==> src/rtl/tcpe_pkg.sv <==
// Package for the Type-C PHY enable control block: register map, field
// positions, reset values, host speed codes and the carrier structs.
// Assumes an APB register bus with 32-bit data and byte addresses.
`default_nettype none

package tcpe_pkg;

   // Ports with a superspeed PHY pair
   localparam int unsigned TCPE_NPORT = 3;
   localparam int unsigned TCPE_AW = 8;

   // Register byte addresses
   localparam logic [TCPE_AW-1:0] TCPE_ADDR_CTRL = 8'h00;
   localparam logic [TCPE_AW-1:0] TCPE_ADDR_STAT = 8'h04;

   // Control register fields and reset value
   localparam int unsigned TCPE_CTRL_W = 2;
   localparam int unsigned TCPE_CTRL_PHY_ALLOW_BIT = 0;
   localparam int unsigned TCPE_CTRL_SUSP_EN_BIT = 1;
   localparam logic [TCPE_CTRL_W-1:0] TCPE_CTRL_RESET = 2'h3;

   // Status register fields
   localparam int unsigned TCPE_STAT_PHY_A_LSB = 0;
   localparam int unsigned TCPE_STAT_PHY_B_LSB = 4;
   localparam int unsigned TCPE_STAT_SCHEME_BIT = 8;
   localparam int unsigned TCPE_STAT_POL_BIT = 9;
   localparam int unsigned TCPE_STAT_HOST_CONN_BIT = 10;
   localparam int unsigned TCPE_STAT_HOST_SS_BIT = 11;
   localparam int unsigned TCPE_STAT_SUSP_BIT = 12;

   // Host speed indicator codes
   localparam logic [1:0] TCPE_HOST_TYPE_GEN1 = 2'h0;
   localparam logic [1:0] TCPE_HOST_TYPE_USB2 = 2'h1;

   // Attach and orientation pins, raw levels as seen at the pins
   typedef struct packed {
      logic [TCPE_NPORT-1:0] comb_attach_in;
      logic orientation_in;
      logic orient_a_attach_in;
      logic orient_b_attach_in;
   } tcpe_attach_t;

   // PHY power enables, one A and one B per port
   typedef struct packed {
      logic [TCPE_NPORT-1:0] a;
      logic [TCPE_NPORT-1:0] b;
   } tcpe_phy_en_t;

   // Upstream link state from the hub core
   typedef struct packed {
      logic connected;
      logic superspeed;
      logic usb2_suspend;
   } tcpe_host_t;

endpackage

`default_nettype wire

==> src/rtl/tcpe_phy_enable.sv <==
// Type-C PHY enable control: powers the superspeed PHYs of each
// downstream port from attach and orientation pins, drives the host
// speed indicator and the suspend indicator, APB slave for control.
// Assumes pins are synchronous to clk_i and the hub core supplies the
// upstream link state.
//
// The implementer's own choices: the address map and the APB interface to the registers.
`default_nettype none

module tcpe_phy_enable #(
   parameter int unsigned TC_PORT = 1
) (
   // Clock and reset
   input wire logic clk_i,
   input wire logic reset_i,
   // APB slave
   input wire logic psel,
   input wire logic penable,
   input wire logic pwrite,
   input wire logic [tcpe_pkg::TCPE_AW-1:0] paddr,
   input wire logic [31:0] pwdata,
   output logic [31:0] prdata,
   output logic pready,
   output logic pslverr,
   // Attach, orientation and strap pins
   input wire tcpe_pkg::tcpe_attach_t attach_i,
   input wire logic attach_polarity_sel_i,
   input wire logic control_scheme_sel_i,
   // Upstream link state from hub core
   input wire tcpe_pkg::tcpe_host_t host_i,
   // PHY power enables
   output tcpe_pkg::tcpe_phy_en_t phy_en_o,
   // Host speed indicator, tri-state pin as value and enable
   output logic [1:0] host_type_o,
   output logic host_type_oe_o,
   // Suspend indicator
   output logic suspend_ind_out_o
);

   localparam int unsigned NP = tcpe_pkg::TCPE_NPORT;

   // Pin level to logical assertion under the polarity select
   function automatic logic pin_active(input logic lvl, input logic pol);
      pin_active = lvl ^ pol;
   endfunction

   // Full-width compare of the bus address against one register offset
   function automatic logic reg_hit(
      input logic [tcpe_pkg::TCPE_AW-1:0] addr,
      input logic [tcpe_pkg::TCPE_AW-1:0] offs
   );
      reg_hit = (addr == offs);
   endfunction

   // Register state
   logic [tcpe_pkg::TCPE_CTRL_W-1:0] ctrl_q;
   logic [tcpe_pkg::TCPE_CTRL_W-1:0] ctrl_d;
   logic [31:0] rdata_q;
   logic [31:0] rdata_d;
   tcpe_pkg::tcpe_phy_en_t phy_en_q;
   tcpe_pkg::tcpe_phy_en_t phy_en_d;
   logic [1:0] host_type_q;
   logic [1:0] host_type_d;
   logic host_oe_q;
   logic host_oe_d;
   logic susp_q;
   logic susp_d;

   // Decoded inputs
   logic [NP-1:0] comb_act;
   logic orient_act;
   logic a_act;
   logic b_act;

   // Candidate enables of each scheme before the scheme select
   logic [NP-1:0] s1_a;
   logic [NP-1:0] s1_b;
   logic [NP-1:0] s2_a;
   logic [NP-1:0] s2_b;

   // Register bus decode
   logic phy_allow;
   logic setup;
   logic access;
   logic hit_ctrl;
   logic hit_stat;
   logic [31:0] stat_word;

   assign phy_allow = ctrl_q[tcpe_pkg::TCPE_CTRL_PHY_ALLOW_BIT];

   // Pin decode: one polarity select flips every attach and orientation pin
   always_comb begin
      for (int i = 0; i < NP; i++) begin
         comb_act[i] = pin_active(attach_i.comb_attach_in[i],
                                  attach_polarity_sel_i);
      end
      orient_act = pin_active(attach_i.orientation_in,
                              attach_polarity_sel_i);
      a_act = pin_active(attach_i.orient_a_attach_in,
                         attach_polarity_sel_i);
      b_act = pin_active(attach_i.orient_b_attach_in,
                         attach_polarity_sel_i);
   end

   // First scheme: combined attach per port, orientation on the Type-C port
   always_comb begin
      s1_a = '0;
      s1_b = '0;
      for (int i = 0; i < NP; i++) begin
         if (i == TC_PORT) begin
            s1_a[i] = comb_act[i] & ~orient_act;
            s1_b[i] = comb_act[i] & orient_act;
         end else begin
            s1_a[i] = comb_act[i];
         end
      end
   end

   // Second scheme: only the Type-C port is served, the rest stay down
   always_comb begin
      s2_a = '0;
      s2_b = '0;
      s2_a[TC_PORT] = a_act;
      s2_b[TC_PORT] = b_act;
   end

   // Scheme select; pins of the other scheme never reach the enables
   always_comb begin
      if (control_scheme_sel_i) begin
         phy_en_d.a = s2_a;
         phy_en_d.b = s2_b;
      end else begin
         phy_en_d.a = s1_a;
         phy_en_d.b = s1_b;
      end
      // Software may hold every PHY down, e.g. during bring-up
      if (!phy_allow) begin
         phy_en_d = '0;
      end
   end

   // Host speed indicator; the pin floats while no host is attached
   always_comb begin
      host_oe_d = host_i.connected;
      if (host_i.superspeed) begin
         host_type_d = tcpe_pkg::TCPE_HOST_TYPE_GEN1;
      end else begin
         host_type_d = tcpe_pkg::TCPE_HOST_TYPE_USB2;
      end
   end

   // Suspend only means USB 2.0 suspend, so a superspeed link masks it
   always_comb begin
      susp_d = host_i.connected & ~host_i.superspeed & host_i.usb2_suspend
             & ctrl_q[tcpe_pkg::TCPE_CTRL_SUSP_EN_BIT];
   end

   // PHY enables are registered so glitches on the pins never reach power
   always_ff @(posedge clk_i or posedge reset_i) begin
      if (reset_i) begin
         phy_en_q <= '0;
      end else begin
         phy_en_q <= phy_en_d;
      end
   end

   always_ff @(posedge clk_i or posedge reset_i) begin
      if (reset_i) begin
         host_type_q <= tcpe_pkg::TCPE_HOST_TYPE_GEN1;
      end else begin
         host_type_q <= host_type_d;
      end
   end

   always_ff @(posedge clk_i or posedge reset_i) begin
      if (reset_i) begin
         host_oe_q <= 1'b0;
      end else begin
         host_oe_q <= host_oe_d;
      end
   end

   always_ff @(posedge clk_i or posedge reset_i) begin
      if (reset_i) begin
         susp_q <= 1'b0;
      end else begin
         susp_q <= susp_d;
      end
   end

   // APB slave: zero wait states, read data captured in the setup cycle.
   // Control word: bit 0 allows PHY power, bit 1 allows the suspend pin.
   // Status word: A enables, B enables, strap levels and host state.
   assign setup = psel & ~penable;
   assign access = psel & penable;
   assign hit_ctrl = reg_hit(paddr, tcpe_pkg::TCPE_ADDR_CTRL);
   assign hit_stat = reg_hit(paddr, tcpe_pkg::TCPE_ADDR_STAT);
   assign pready = 1'b1;

   // Error only in the access phase: unmapped, or a write to status
   always_comb begin
      pslverr = 1'b0;
      if (access) begin
         if (pwrite) begin
            pslverr = ~hit_ctrl;
         end else begin
            pslverr = ~(hit_ctrl | hit_stat);
         end
      end
   end

   always_comb begin
      stat_word = '0;
      stat_word[tcpe_pkg::TCPE_STAT_PHY_A_LSB +: NP] = phy_en_q.a;
      stat_word[tcpe_pkg::TCPE_STAT_PHY_B_LSB +: NP] = phy_en_q.b;
      stat_word[tcpe_pkg::TCPE_STAT_SCHEME_BIT] = control_scheme_sel_i;
      stat_word[tcpe_pkg::TCPE_STAT_POL_BIT] = attach_polarity_sel_i;
      stat_word[tcpe_pkg::TCPE_STAT_HOST_CONN_BIT] = host_oe_q;
      stat_word[tcpe_pkg::TCPE_STAT_HOST_SS_BIT] =
         host_oe_q & (host_type_q == tcpe_pkg::TCPE_HOST_TYPE_GEN1);
      stat_word[tcpe_pkg::TCPE_STAT_SUSP_BIT] = susp_q;
   end

   // Writes land only in the access phase, never in setup
   always_comb begin
      ctrl_d = ctrl_q;
      if (access && pwrite && hit_ctrl) begin
         ctrl_d = pwdata[tcpe_pkg::TCPE_CTRL_W-1:0];
      end
   end

   // Read data is held until the next read setup
   always_comb begin
      rdata_d = rdata_q;
      if (setup && !pwrite) begin
         if (hit_ctrl) begin
            rdata_d = {{(32-tcpe_pkg::TCPE_CTRL_W){1'b0}}, ctrl_q};
         end else if (hit_stat) begin
            rdata_d = stat_word;
         end else begin
            rdata_d = '0;
         end
      end
   end

   always_ff @(posedge clk_i or posedge reset_i) begin
      if (reset_i) begin
         ctrl_q <= tcpe_pkg::TCPE_CTRL_RESET;
      end else begin
         ctrl_q <= ctrl_d;
      end
   end

   always_ff @(posedge clk_i or posedge reset_i) begin
      if (reset_i) begin
         rdata_q <= '0;
      end else begin
         rdata_q <= rdata_d;
      end
   end

   // Output ports

   assign prdata = rdata_q;
   assign phy_en_o = phy_en_q;
   assign host_type_o = host_type_q;
   assign host_type_oe_o = host_oe_q;
   assign suspend_ind_out_o = susp_q;

endmodule

`default_nettype wire

==> config.mk <==
export PLATFORM = sky130hd
export DESIGN_NAME = tcpe_phy_enable
export DESIGN_NICKNAME = d
export VERILOG_FILES = /design/src/rtl/tcpe_pkg.sv /design/src/rtl/tcpe_phy_enable.sv
export SDC_FILE = /design/constraint.sdc
export NUM_CORES = 1
export LEC_CHECK = 0
export BUFFER_PORTS_ARGS = -buffer_cell sky130_fd_sc_hd__clkbuf_2
export CAP_MARGIN = 5
export CORE_UTILIZATION = 25
export CTS_BUF_LIST = sky130_fd_sc_hd__clkbuf_4
export DETAILED_ROUTE_END_ITERATION = 10
export GPL_ROUTABILITY_DRIVEN = 1
export GPL_TIMING_DRIVEN = 1
export HOLD_SLACK_MARGIN = 0.06
export PLACE_DENSITY_LB_ADDON = 0.15
export SLEW_MARGIN = 0
export SYNTH_ARGS = -nofsm -noshare
export SYNTH_HDL_FRONTEND = slang
export SYNTH_SLANG_ARGS = --single-unit
==> constraint.sdc <==
create_clock -name clk_i -period 0.8 [get_ports clk_i]
set_input_delay 0.08 -clock clk_i [delete_from_list [all_inputs] [get_ports clk_i]]
set_output_delay 0.08 -clock clk_i [all_outputs]
set_load 0.05 [all_outputs]
# Word-level counts from Yosys, hierarchy flattened
# Cells that the tools add are included.
[totals] ff_bits=44 input_bits=56 wordCells=41
[classes] eq_ne=1 n_mux=7 n_bitwise=20 reduce_logical=6
[op_table] cell="2-to-1 mux 13 bit" n=2
[op_table] cell="2-to-1 mux 6 bit" n=2
[op_table] cell="AND 1 bit" n=8
[op_table] cell="equality test 8 x 3 -> 1 bit (second input constant)" n=1
[op_table] cell="logical NOT 8 bit" n=1
[op_table] cell="bitwise XOR 1 bit" n=6
[op_table] cell="NOT 1 bit" n=5
[op_table] cell="logical AND 1 bit" n=3
[op_table] cell="2-to-1 mux 1 bit" n=3
[op_table] cell="logical NOT 2 bit" n=1
[op_table] cell="logical NOT 1 bit" n=1
[op_table] cell="bitwise OR 1 bit" n=1

# Logic depth before layout (Yosys ltp)
# Gate-level depths: netlist of run 1.
[logic_depth] ltp_word=5 mapped_depth=5

# Least setup slack after synthesis of run 1
# Ideal clock, no wire load.
[synth_path] kind="register to register" startpoint="reg host_oe_q (netlist: host_type_oe_o)" endpoint="reg rdata_q[11] (netlist: prdata[11])" setup_time_ns=0.104 t_arrival_ns=1.043 slack_ns=-0.347 path_stages_with_launch=3 n_path_buf=0 synth_period_minus_slack_ns=1.147 path_cell_list="dfrtp_1 > inv_1 > o41ai_2"
[synth_between] elab_chain_len=3
[synth_rtl] element="start: declaration" line_no="tcpe_phy_enable.sv:64" source="logic host_oe_q;"
[synth_rtl] element="start signal: assignment" line_no="tcpe_phy_enable.sv:179" source="host_oe_q <= host_oe_d;"
[synth_rtl] element="AND 1 bit" line_no="tcpe_phy_enable.sv:220" source="host_oe_q & (host_type_q == tcpe_pkg::TCPE_HOST_TYPE_GEN1);"
[synth_rtl] element="2-to-1 mux 13 bit" line_no="tcpe_phy_enable.sv:238" source="end else if (hit_stat) begin"
[synth_rtl] element="2-to-1 mux 13 bit" line_no="tcpe_phy_enable.sv:236" source="if (hit_ctrl) begin"
[synth_rtl] element="end signal: assignment" line_no="tcpe_phy_enable.sv:258" source="rdata_q <= rdata_d;"
[synth_rtl] element="end: declaration" line_no="tcpe_phy_enable.sv:58" source="logic [31:0] rdata_q;"
# No other way between the ends.
# A chain may end at the register's enable or synchronous reset.

# Worst setup path in the final report of run 1
[layout_path] startpoint="reg host_type_q[0] (netlist: host_type_o[0])" endpoint="reg rdata_q[11] (netlist: prdata[11])"
[layout_between] elab_chain_len=4
[layout_rtl] element="start: declaration" line_no="tcpe_phy_enable.sv:62" source="logic [1:0] host_type_q;"
[layout_rtl] element="start signal: assignment" line_no="tcpe_phy_enable.sv:169" source="host_type_q <= tcpe_pkg::TCPE_HOST_TYPE_GEN1;"
[layout_rtl] element="start signal: assignment" line_no="tcpe_phy_enable.sv:171" source="host_type_q <= host_type_d;"
[layout_rtl] element="logical NOT 2 bit" line_no="tcpe_phy_enable.sv:220"
[layout_rtl] element="AND 1 bit" line_no="tcpe_phy_enable.sv:220"
[layout_rtl] element="2-to-1 mux 13 bit" line_no="tcpe_phy_enable.sv:238"
[layout_rtl] element="2-to-1 mux 13 bit" line_no="tcpe_phy_enable.sv:236"
# No other way between the ends.

==> impl_metrics.csv, run 1 <==
group,metric,value,unit
run_status,status,"finished with violations",
run_status,violations,"setup timing",
sta,hold_viol_final,0,
cells_and_area,multi_input_area,552,µm²
worst_hold_path,hold_class,"in -> reg",
sta,fin_ws,-0.190,ns
sta,fmax,1010,MHz
synthesis,synth_fa_ha_area_frac,0,
power_and_ir_drop,power_density,1140,nW/µm²
floorplanning,die-area,4570,µm²
placement,dp_hpwl,1920,µm
floorplanning,num_rows,23,
sta,holdWs,0.0698,ns
sta,rsz0062_at_grt,"yes",
detailed_routing,drt_iter0_markers,9,
clock_network,cts_inserted_buffers,3,
cells_and_area,drive_gt1_frac,0.552,
clock_network,tritoncts_num_sinks,18,
cells_and_area,fillers,416,
synthesis,synth_xor_area_frac,0.0163,
floorplanning,die_h,67.6,µm
placement,place_congestion,0.732,
detailed_routing,totalWireLength,2450,µm
worst_setup_path,worstPathMaxFanout,2,
cells_and_area,antenna_cells,0,
sta,fin_crit_sh,1.24,
clock_network,clk_latency,0.28,ns
sta,slew_violations,0,
clock_network,clk_pin_slew,0.10,ns
synthesis,ys_types,34,
detailed_routing,first_pass_iters,4,
sta,min_period,0.990,ns
power_and_ir_drop,p_leak,0.889,nW
synthesis,synth_top_family_by_area,"buffers and inverters",
detailed_routing,drc,0,
cells_and_area,area_delta_synth_final,65.8,%
floorplanning,coreArea,4060,µm²
power_and_ir_drop,ir_worst_vdd,0.360,mV
detailed_routing,wire_per_inst,10.5,µm
floorplanning,start_util,0.265,
placement,io_buffers,42,
sta,clock_skew,0.00252,ns
global_route,antenna_found_initial,0,
floorplanning,io_pins,100,
synthesis,syn_inst,109,
detailed_routing,num_vias,923,
clock_network,root_buffer,"clkbuf_4",
clock_network,cts_tree,"yes",
synthesis,ys_seq_elements,18,
worst_setup_path,cp-end-kind,"flop",
placement,placed_area,1310,µm²
detailed_routing,vias_per_cell,3.96,
synthesis,synthMuxAreaShare,0.0396,
sta,setup_violations,30,
global_route,grt_max_degree,19,
clock_network,htreeDepth,1,
worst_setup_path,reg2reg_slack,-0.19,ns
cells_and_area,ff_latch_area,458,µm²
global_route,grt_pass1_vias,872,
worst_setup_path,worstPathRequired,0.98,ns
synthesis,ys_warn_count,0,
worst_setup_path,critPathKind,"reg -> reg",
synthesis,synth.avg_cell_area,9.86,µm²
global_route,grtUsageTotal,0.114,
clock_network,cts.path.max_buffers,2,
global_route,grt_first_pass_wirelength,3920,µm
worst_setup_path,crit_arrival,1.17,ns
job,cap_violations,0,
global_route,globalRouteOverflowTotal,0,
synthesis,synthSimpleGateAreaFrac,0.171,
worst_setup_path,cp-start-kind,"flop",
cells_and_area,final_design_area_no_fill,1780,µm²
cells_and_area,nNetsFinal,240,
cells_and_area,final_util,0.439,
synthesis,synth_compound_area_frac,0.107,
detailed_routing,ant_nets,0,
synthesis,ys_seq_area_frac,0.421,
floorplanning,die_w,67.6,µm
synthesis,synth_area,1070,µm²
[cells in the mapped netlist, drive strengths merged]
| master | instances | area, µm² |
|---|---|---|
| a21oi | 1 | 5.00 |
| nand3 | 2 | 15.0 |
| o21bai | 1 | 7.51 |
| a211oi | 1 | 7.51 |
| conb | 2 | 7.51 |
| o41ai | 1 | 16.3 |
| clkbuf | 1 | 3.75 |
| or3b | 1 | 8.76 |
| a311oi | 1 | 8.76 |
| nor4 | 1 | 21.3 |
| nor3b | 2 | 15.0 |
| nor2 | 3 | 11.3 |
| inv | 6 | 22.5 |
| a31oi | 1 | 6.26 |
| and4b | 1 | 11.3 |
| buf | 29 | 229 |
| nor3 | 2 | 15.0 |
| nand2 | 17 | 63.8 |
| nand2b | 1 | 6.26 |
| mux2 | 2 | 22.5 |
| dfrtp | 16 | 400 |
| o21ai | 4 | 20.0 |
| o31ai | 4 | 35.0 |
| dfstp | 2 | 52.6 |
| xnor2 | 2 | 17.5 |
| mux2i | 2 | 20.0 |
| and4 | 1 | 8.76 |
| a221oi | 1 | 8.76 |
| nand3b | 1 | 7.51 |
[worst paths after layout]
kind / start / end / cells after the start
hold / removal: attach_i[5] / phy_en_o[5]$_DFF_PP0_ / 3
setup reg to reg: host_type_o[0]$_DFF_PP0_ / prdata[11]$_DFFE_PP0P_ / 2
min in group asynchronous: reset_i / phy_en_o[1]$_DFF_PP0_ / 4
hold reg to reg: ctrl_q[0]$_DFFE_PP1P_ / phy_en_o[4]$_DFF_PP0_ / 2
setup / recovery: host_type_o[0]$_DFF_PP0_ / prdata[11]$_DFFE_PP0P_ / 2
max in group asynchronous: reset_i / ctrl_q[0]$_DFFE_PP1P_ / 4
[final cells by class]
type                    instances  share of cell area
multi-input cells              80               0.310
clock buffers                   4              0.0169
inverters                       6              0.0126
flip-flops and latches         18               0.257
repair buffers                 75               0.369
well taps                      50              0.0351
[metal layers]
metal,wire length (µm),vias up,GRT usage
met3,178,2,0.0304
met1,913,424,0.132
li1,-,457,-
met4,16,0,0.0452
met5,0,-,0
met2,1340,40,0.197
[registers in the layout, indices dropped and copies added (netlist names)]
| signal | flops |
|---|---|
| host_type_o | 1 |
| prdata | 9 |
| ctrl_q | 2 |
| suspend_ind_out_o | 1 |
| phy_en_o | 4 |
| host_type_oe_o | 1 |
[cell usage in the layout (no fill, tap or decap), types with 3 or more instances in the layout]
master         netlist  routed
clkbuf_4             0       4
nand2_2              0       5
buf_8                1      17
nor2_1               3       3
inv_1                6       4
dfrtp_1             16      12
dlygate4sd3_1        0       6
dfrtp_2              0       4
buf_4               27      25
conb_1               2      27
nand2_1             17      12
buf_6                1       3
o21ai_1              0       4
clkbuf_2             0      24
[stage by stage]
| stage | power (mW) | instances | worst slack (ns) | setup TNS, ns |
|---|---|---|---|---|
| final | 2.03 | 233 | -0.190 | -3.22 |
| after global routing | 2.16 | 233 | -0.232 | -4.82 |
| after CTS | 2.04 | 228 | -0.197 | -3.48 |
| after detailed placement | 1.48 | 206 | -0.370 | -3.65 |
| after global placement | 1.48 | 206 | -0.340 | -3.60 |
| after floorplan | 1.45 | 134 | -0.175 | -1.85 |
[critical path: stages, from the launching register on]
cell and delay [ns]:
dfrtp_2 0.44, buf_6 0.12, o41ai_4 0.33
[logic make-up (layout without fill, tap and decap cells)]
kind of cell / count (synthesis) / in the layout
buf+inv: 36 / 85
simple gates: 32 / 32
flops: 18 / 18
compound gates: 15 / 15
mux: 4 / 4
other cells: 2 / 27
xor+xnor: 2 / 2
[power by group]
part           internal (mW)  total, mW  switching, mW
clock network          0.227      0.492          0.265
logic                  0.166      0.610          0.444
registers              0.921      0.930        0.00966
[what timing repair did]
| item | 4_1_cts | 5_1_grt |
|---|---|---|
| buffers inserted | 13 | 5 |
| resized for setup | 43 | 24 |
| endpoints found under the hold margin | 23 | 1 |
| pin swaps | 6 | 4 |
| cloned | 0 | 0 |
| setup endpoints to repair | 28 | 29 |
| hold buffers | 5 | 1 |
No activity file was read; power rests on OpenSTA's default activity.
==> run 2, diff against run 1 <==
Settings changed: SKIP_LAST_GASP set to 1.
==> run 2 against run 1 <==
Effect of this change:
- the run still ends with setup timing left
- routed wire length about the same
- final cell count stayed put
- critical path depth unchanged
- sequential power about the same
- fmax unchanged
- worst hold slack unchanged
- power is essentially flat
- first-iteration DRC count did not move
- die area stayed put
- clock power is essentially flat
- sequential share of layout area is essentially flat
- core utilization about the same
==> impl_metrics.csv, run 2 (synthesis results as in run 1) <==
group,metric,value,unit
clock_network,cts.path.max_buffers,2,
global_route,grt_pass1_vias,872,
cells_and_area,largest_reg_flops,9,
detailed_routing,totalWireLength,2450,µm
power_and_ir_drop,p_leak,0.889,nW
detailed_routing,num_vias,923,
clock_network,clk_pin_slew,0.10,ns
global_route,grtUsageMet1,0.132,
cells_and_area,ff_latch_area,458,µm²
floorplanning,die_w,67.6,µm
sta,slew_violations,0,
global_route,gr-usage-met3,0.0304,
detailed_routing,first_pass_iters,4,
detailed_routing,drt_iter0_markers,9,
global_route,grt.busiest_layer,"met2",
sta,rsz0062_at_grt,"yes",
job,cap_violations,0,
worst_setup_path,critPathKind,"reg -> reg",
worst_setup_path,cp-end-kind,"flop",
floorplanning,coreArea,4060,µm²
worst_setup_path,worstPathMaxFanout,2,
detailed_routing,vias_per_cell,3.96,
clock_network,cts_inserted_buffers,3,
worst_setup_path,crit_arrival,1.17,ns
global_route,antenna_found_initial,0,
cells_and_area,layout_commonest_cell,"conb_1",
cells_and_area,area_delta_synth_final,65.7,%
floorplanning,die-area,4570,µm²
detailed_routing,wire_per_inst,10.5,µm
placement,io_buffers,42,
placement,dp_cells,206,
worst_hold_path,hold_class,"in -> reg",
clock_network,clk_latency,0.28,ns
sta,tns,-3.23,ns
clock_network,root_buffer,"clkbuf_4",
run_status,violations,"setup timing",
power_and_ir_drop,power,2.03,mW
floorplanning,io_pins,100,
cells_and_area,multi_input_area,552,µm²
cells_and_area,fillers,416,
cells_and_area,final_cell_mix,"conb_1, buf_4, clkbuf_2",
sta,fmax,1010,MHz
clock_network,tritoncts_num_sinks,18,
sta,hold_viol_final,0,
detailed_routing,drc,0,
clock_network,htreeDepth,1,
power_and_ir_drop,ir_worst_vdd,0.360,mV
cells_and_area,antenna_cells,0,
floorplanning,start_util,0.265,
placement,place_congestion,0.732,
worst_setup_path,worstPathRequired,0.98,ns
global_route,grtUsageTotal,0.114,
sta,fin_crit_sh,1.24,
run_status,status,"finished with violations",
global_route,grt_first_pass_wirelength,3920,µm
global_route,globalRouteOverflowTotal,0,
clock_network,cts_tree,"yes",
placement,dp_hpwl,1920,µm
global_route,grt_max_degree,19,
cells_and_area,nNetsFinal,240,
sta,fin_ws,-0.190,ns
detailed_routing,ant_nets,0,
sta,min_period,0.990,ns
power_and_ir_drop,power_density,1140,nW/µm²
floorplanning,die_h,67.6,µm
worst_setup_path,cp-start-kind,"flop",
cells_and_area,fin_cells,233,
floorplanning,num_rows,23,
cells_and_area,drive_gt1_frac,0.552,
sta,setup_violations,30,
sta,clock_skew,0.00252,ns
global_route,gr-usage-met2,0.197,
run 2: stage by stage:
step / utilization / area [µm²] / setup slack (ns) / hold slack [ns]
after floorplan: - / 1190 / -0.175 / 0.0168
after global placement: 0.322 / 1310 / -0.340 / 0.0857
after detailed placement: 0.322 / 1310 / -0.370 / 0.0933
after CTS: 0.413 / 1680 / -0.197 / 0.0468
after global routing: 0.439 / 1780 / -0.232 / 0.0710
final: 0.439 / 1780 / -0.190 / 0.0698
run 2: metal layers:
layer | share of wire | vias up
met2 | 0.55 | 40
met1 | 0.37 | 424
met4 | 0.0065 | 0
met3 | 0.073 | 2
li1 | - | 457
met5 | 0 | -
run 2: worst paths after layout:
path                                          start                     end  slack (ns)  depth (start not counted)
setup / recovery           host_type_o[0]$_DFF_PP0_  prdata[11]$_DFFE_PP0P_       -0.19                          2
hold / removal                          attach_i[5]   phy_en_o[5]$_DFF_PP0_        0.07                          3
setup reg to reg           host_type_o[0]$_DFF_PP0_  prdata[11]$_DFFE_PP0P_       -0.19                          2
hold reg to reg               ctrl_q[0]$_DFFE_PP1P_   phy_en_o[4]$_DFF_PP0_        0.53                          2
max in group asynchronous                   reset_i   ctrl_q[0]$_DFFE_PP1P_        0.22                          4
min in group asynchronous                   reset_i   phy_en_o[1]$_DFF_PP0_        0.32                          4
run 2: timing repair:
| action | 4_1_cts | 5_1_grt |
|---|---|---|
| setup endpoints to repair | 28 | 29 |
| endpoints found under the hold margin | 23 | 1 |
| resized for setup | 43 | 23 |
| hold buffers | 5 | 1 |
| pin swaps | 6 | 4 |
| setup buffers | 13 | 5 |
run 2: power by group:
group	leakage, nW	switching [mW]	internal, mW	total [mW]
Clock	0.0184	0.265	0.227	0.492
Combinational	0.636	0.443	0.165	0.608
Sequential	0.234	0.00966	0.921	0.930
Total	0.889	0.718	1.31	2.03
run 2: critical path, cell delays in order, from the launching register on:
cell,delay (ns)
dfrtp_2,0.44
buf_6,0.12
o41ai_4,0.33
run 2: area by class of cell:
class	instances	share of cell area
clock buffer	4	0.0169
inverter	6	0.0126
multi-input combinational	80	0.310
timing repair buffer	75	0.368
tap	50	0.0351
sequential	18	0.257
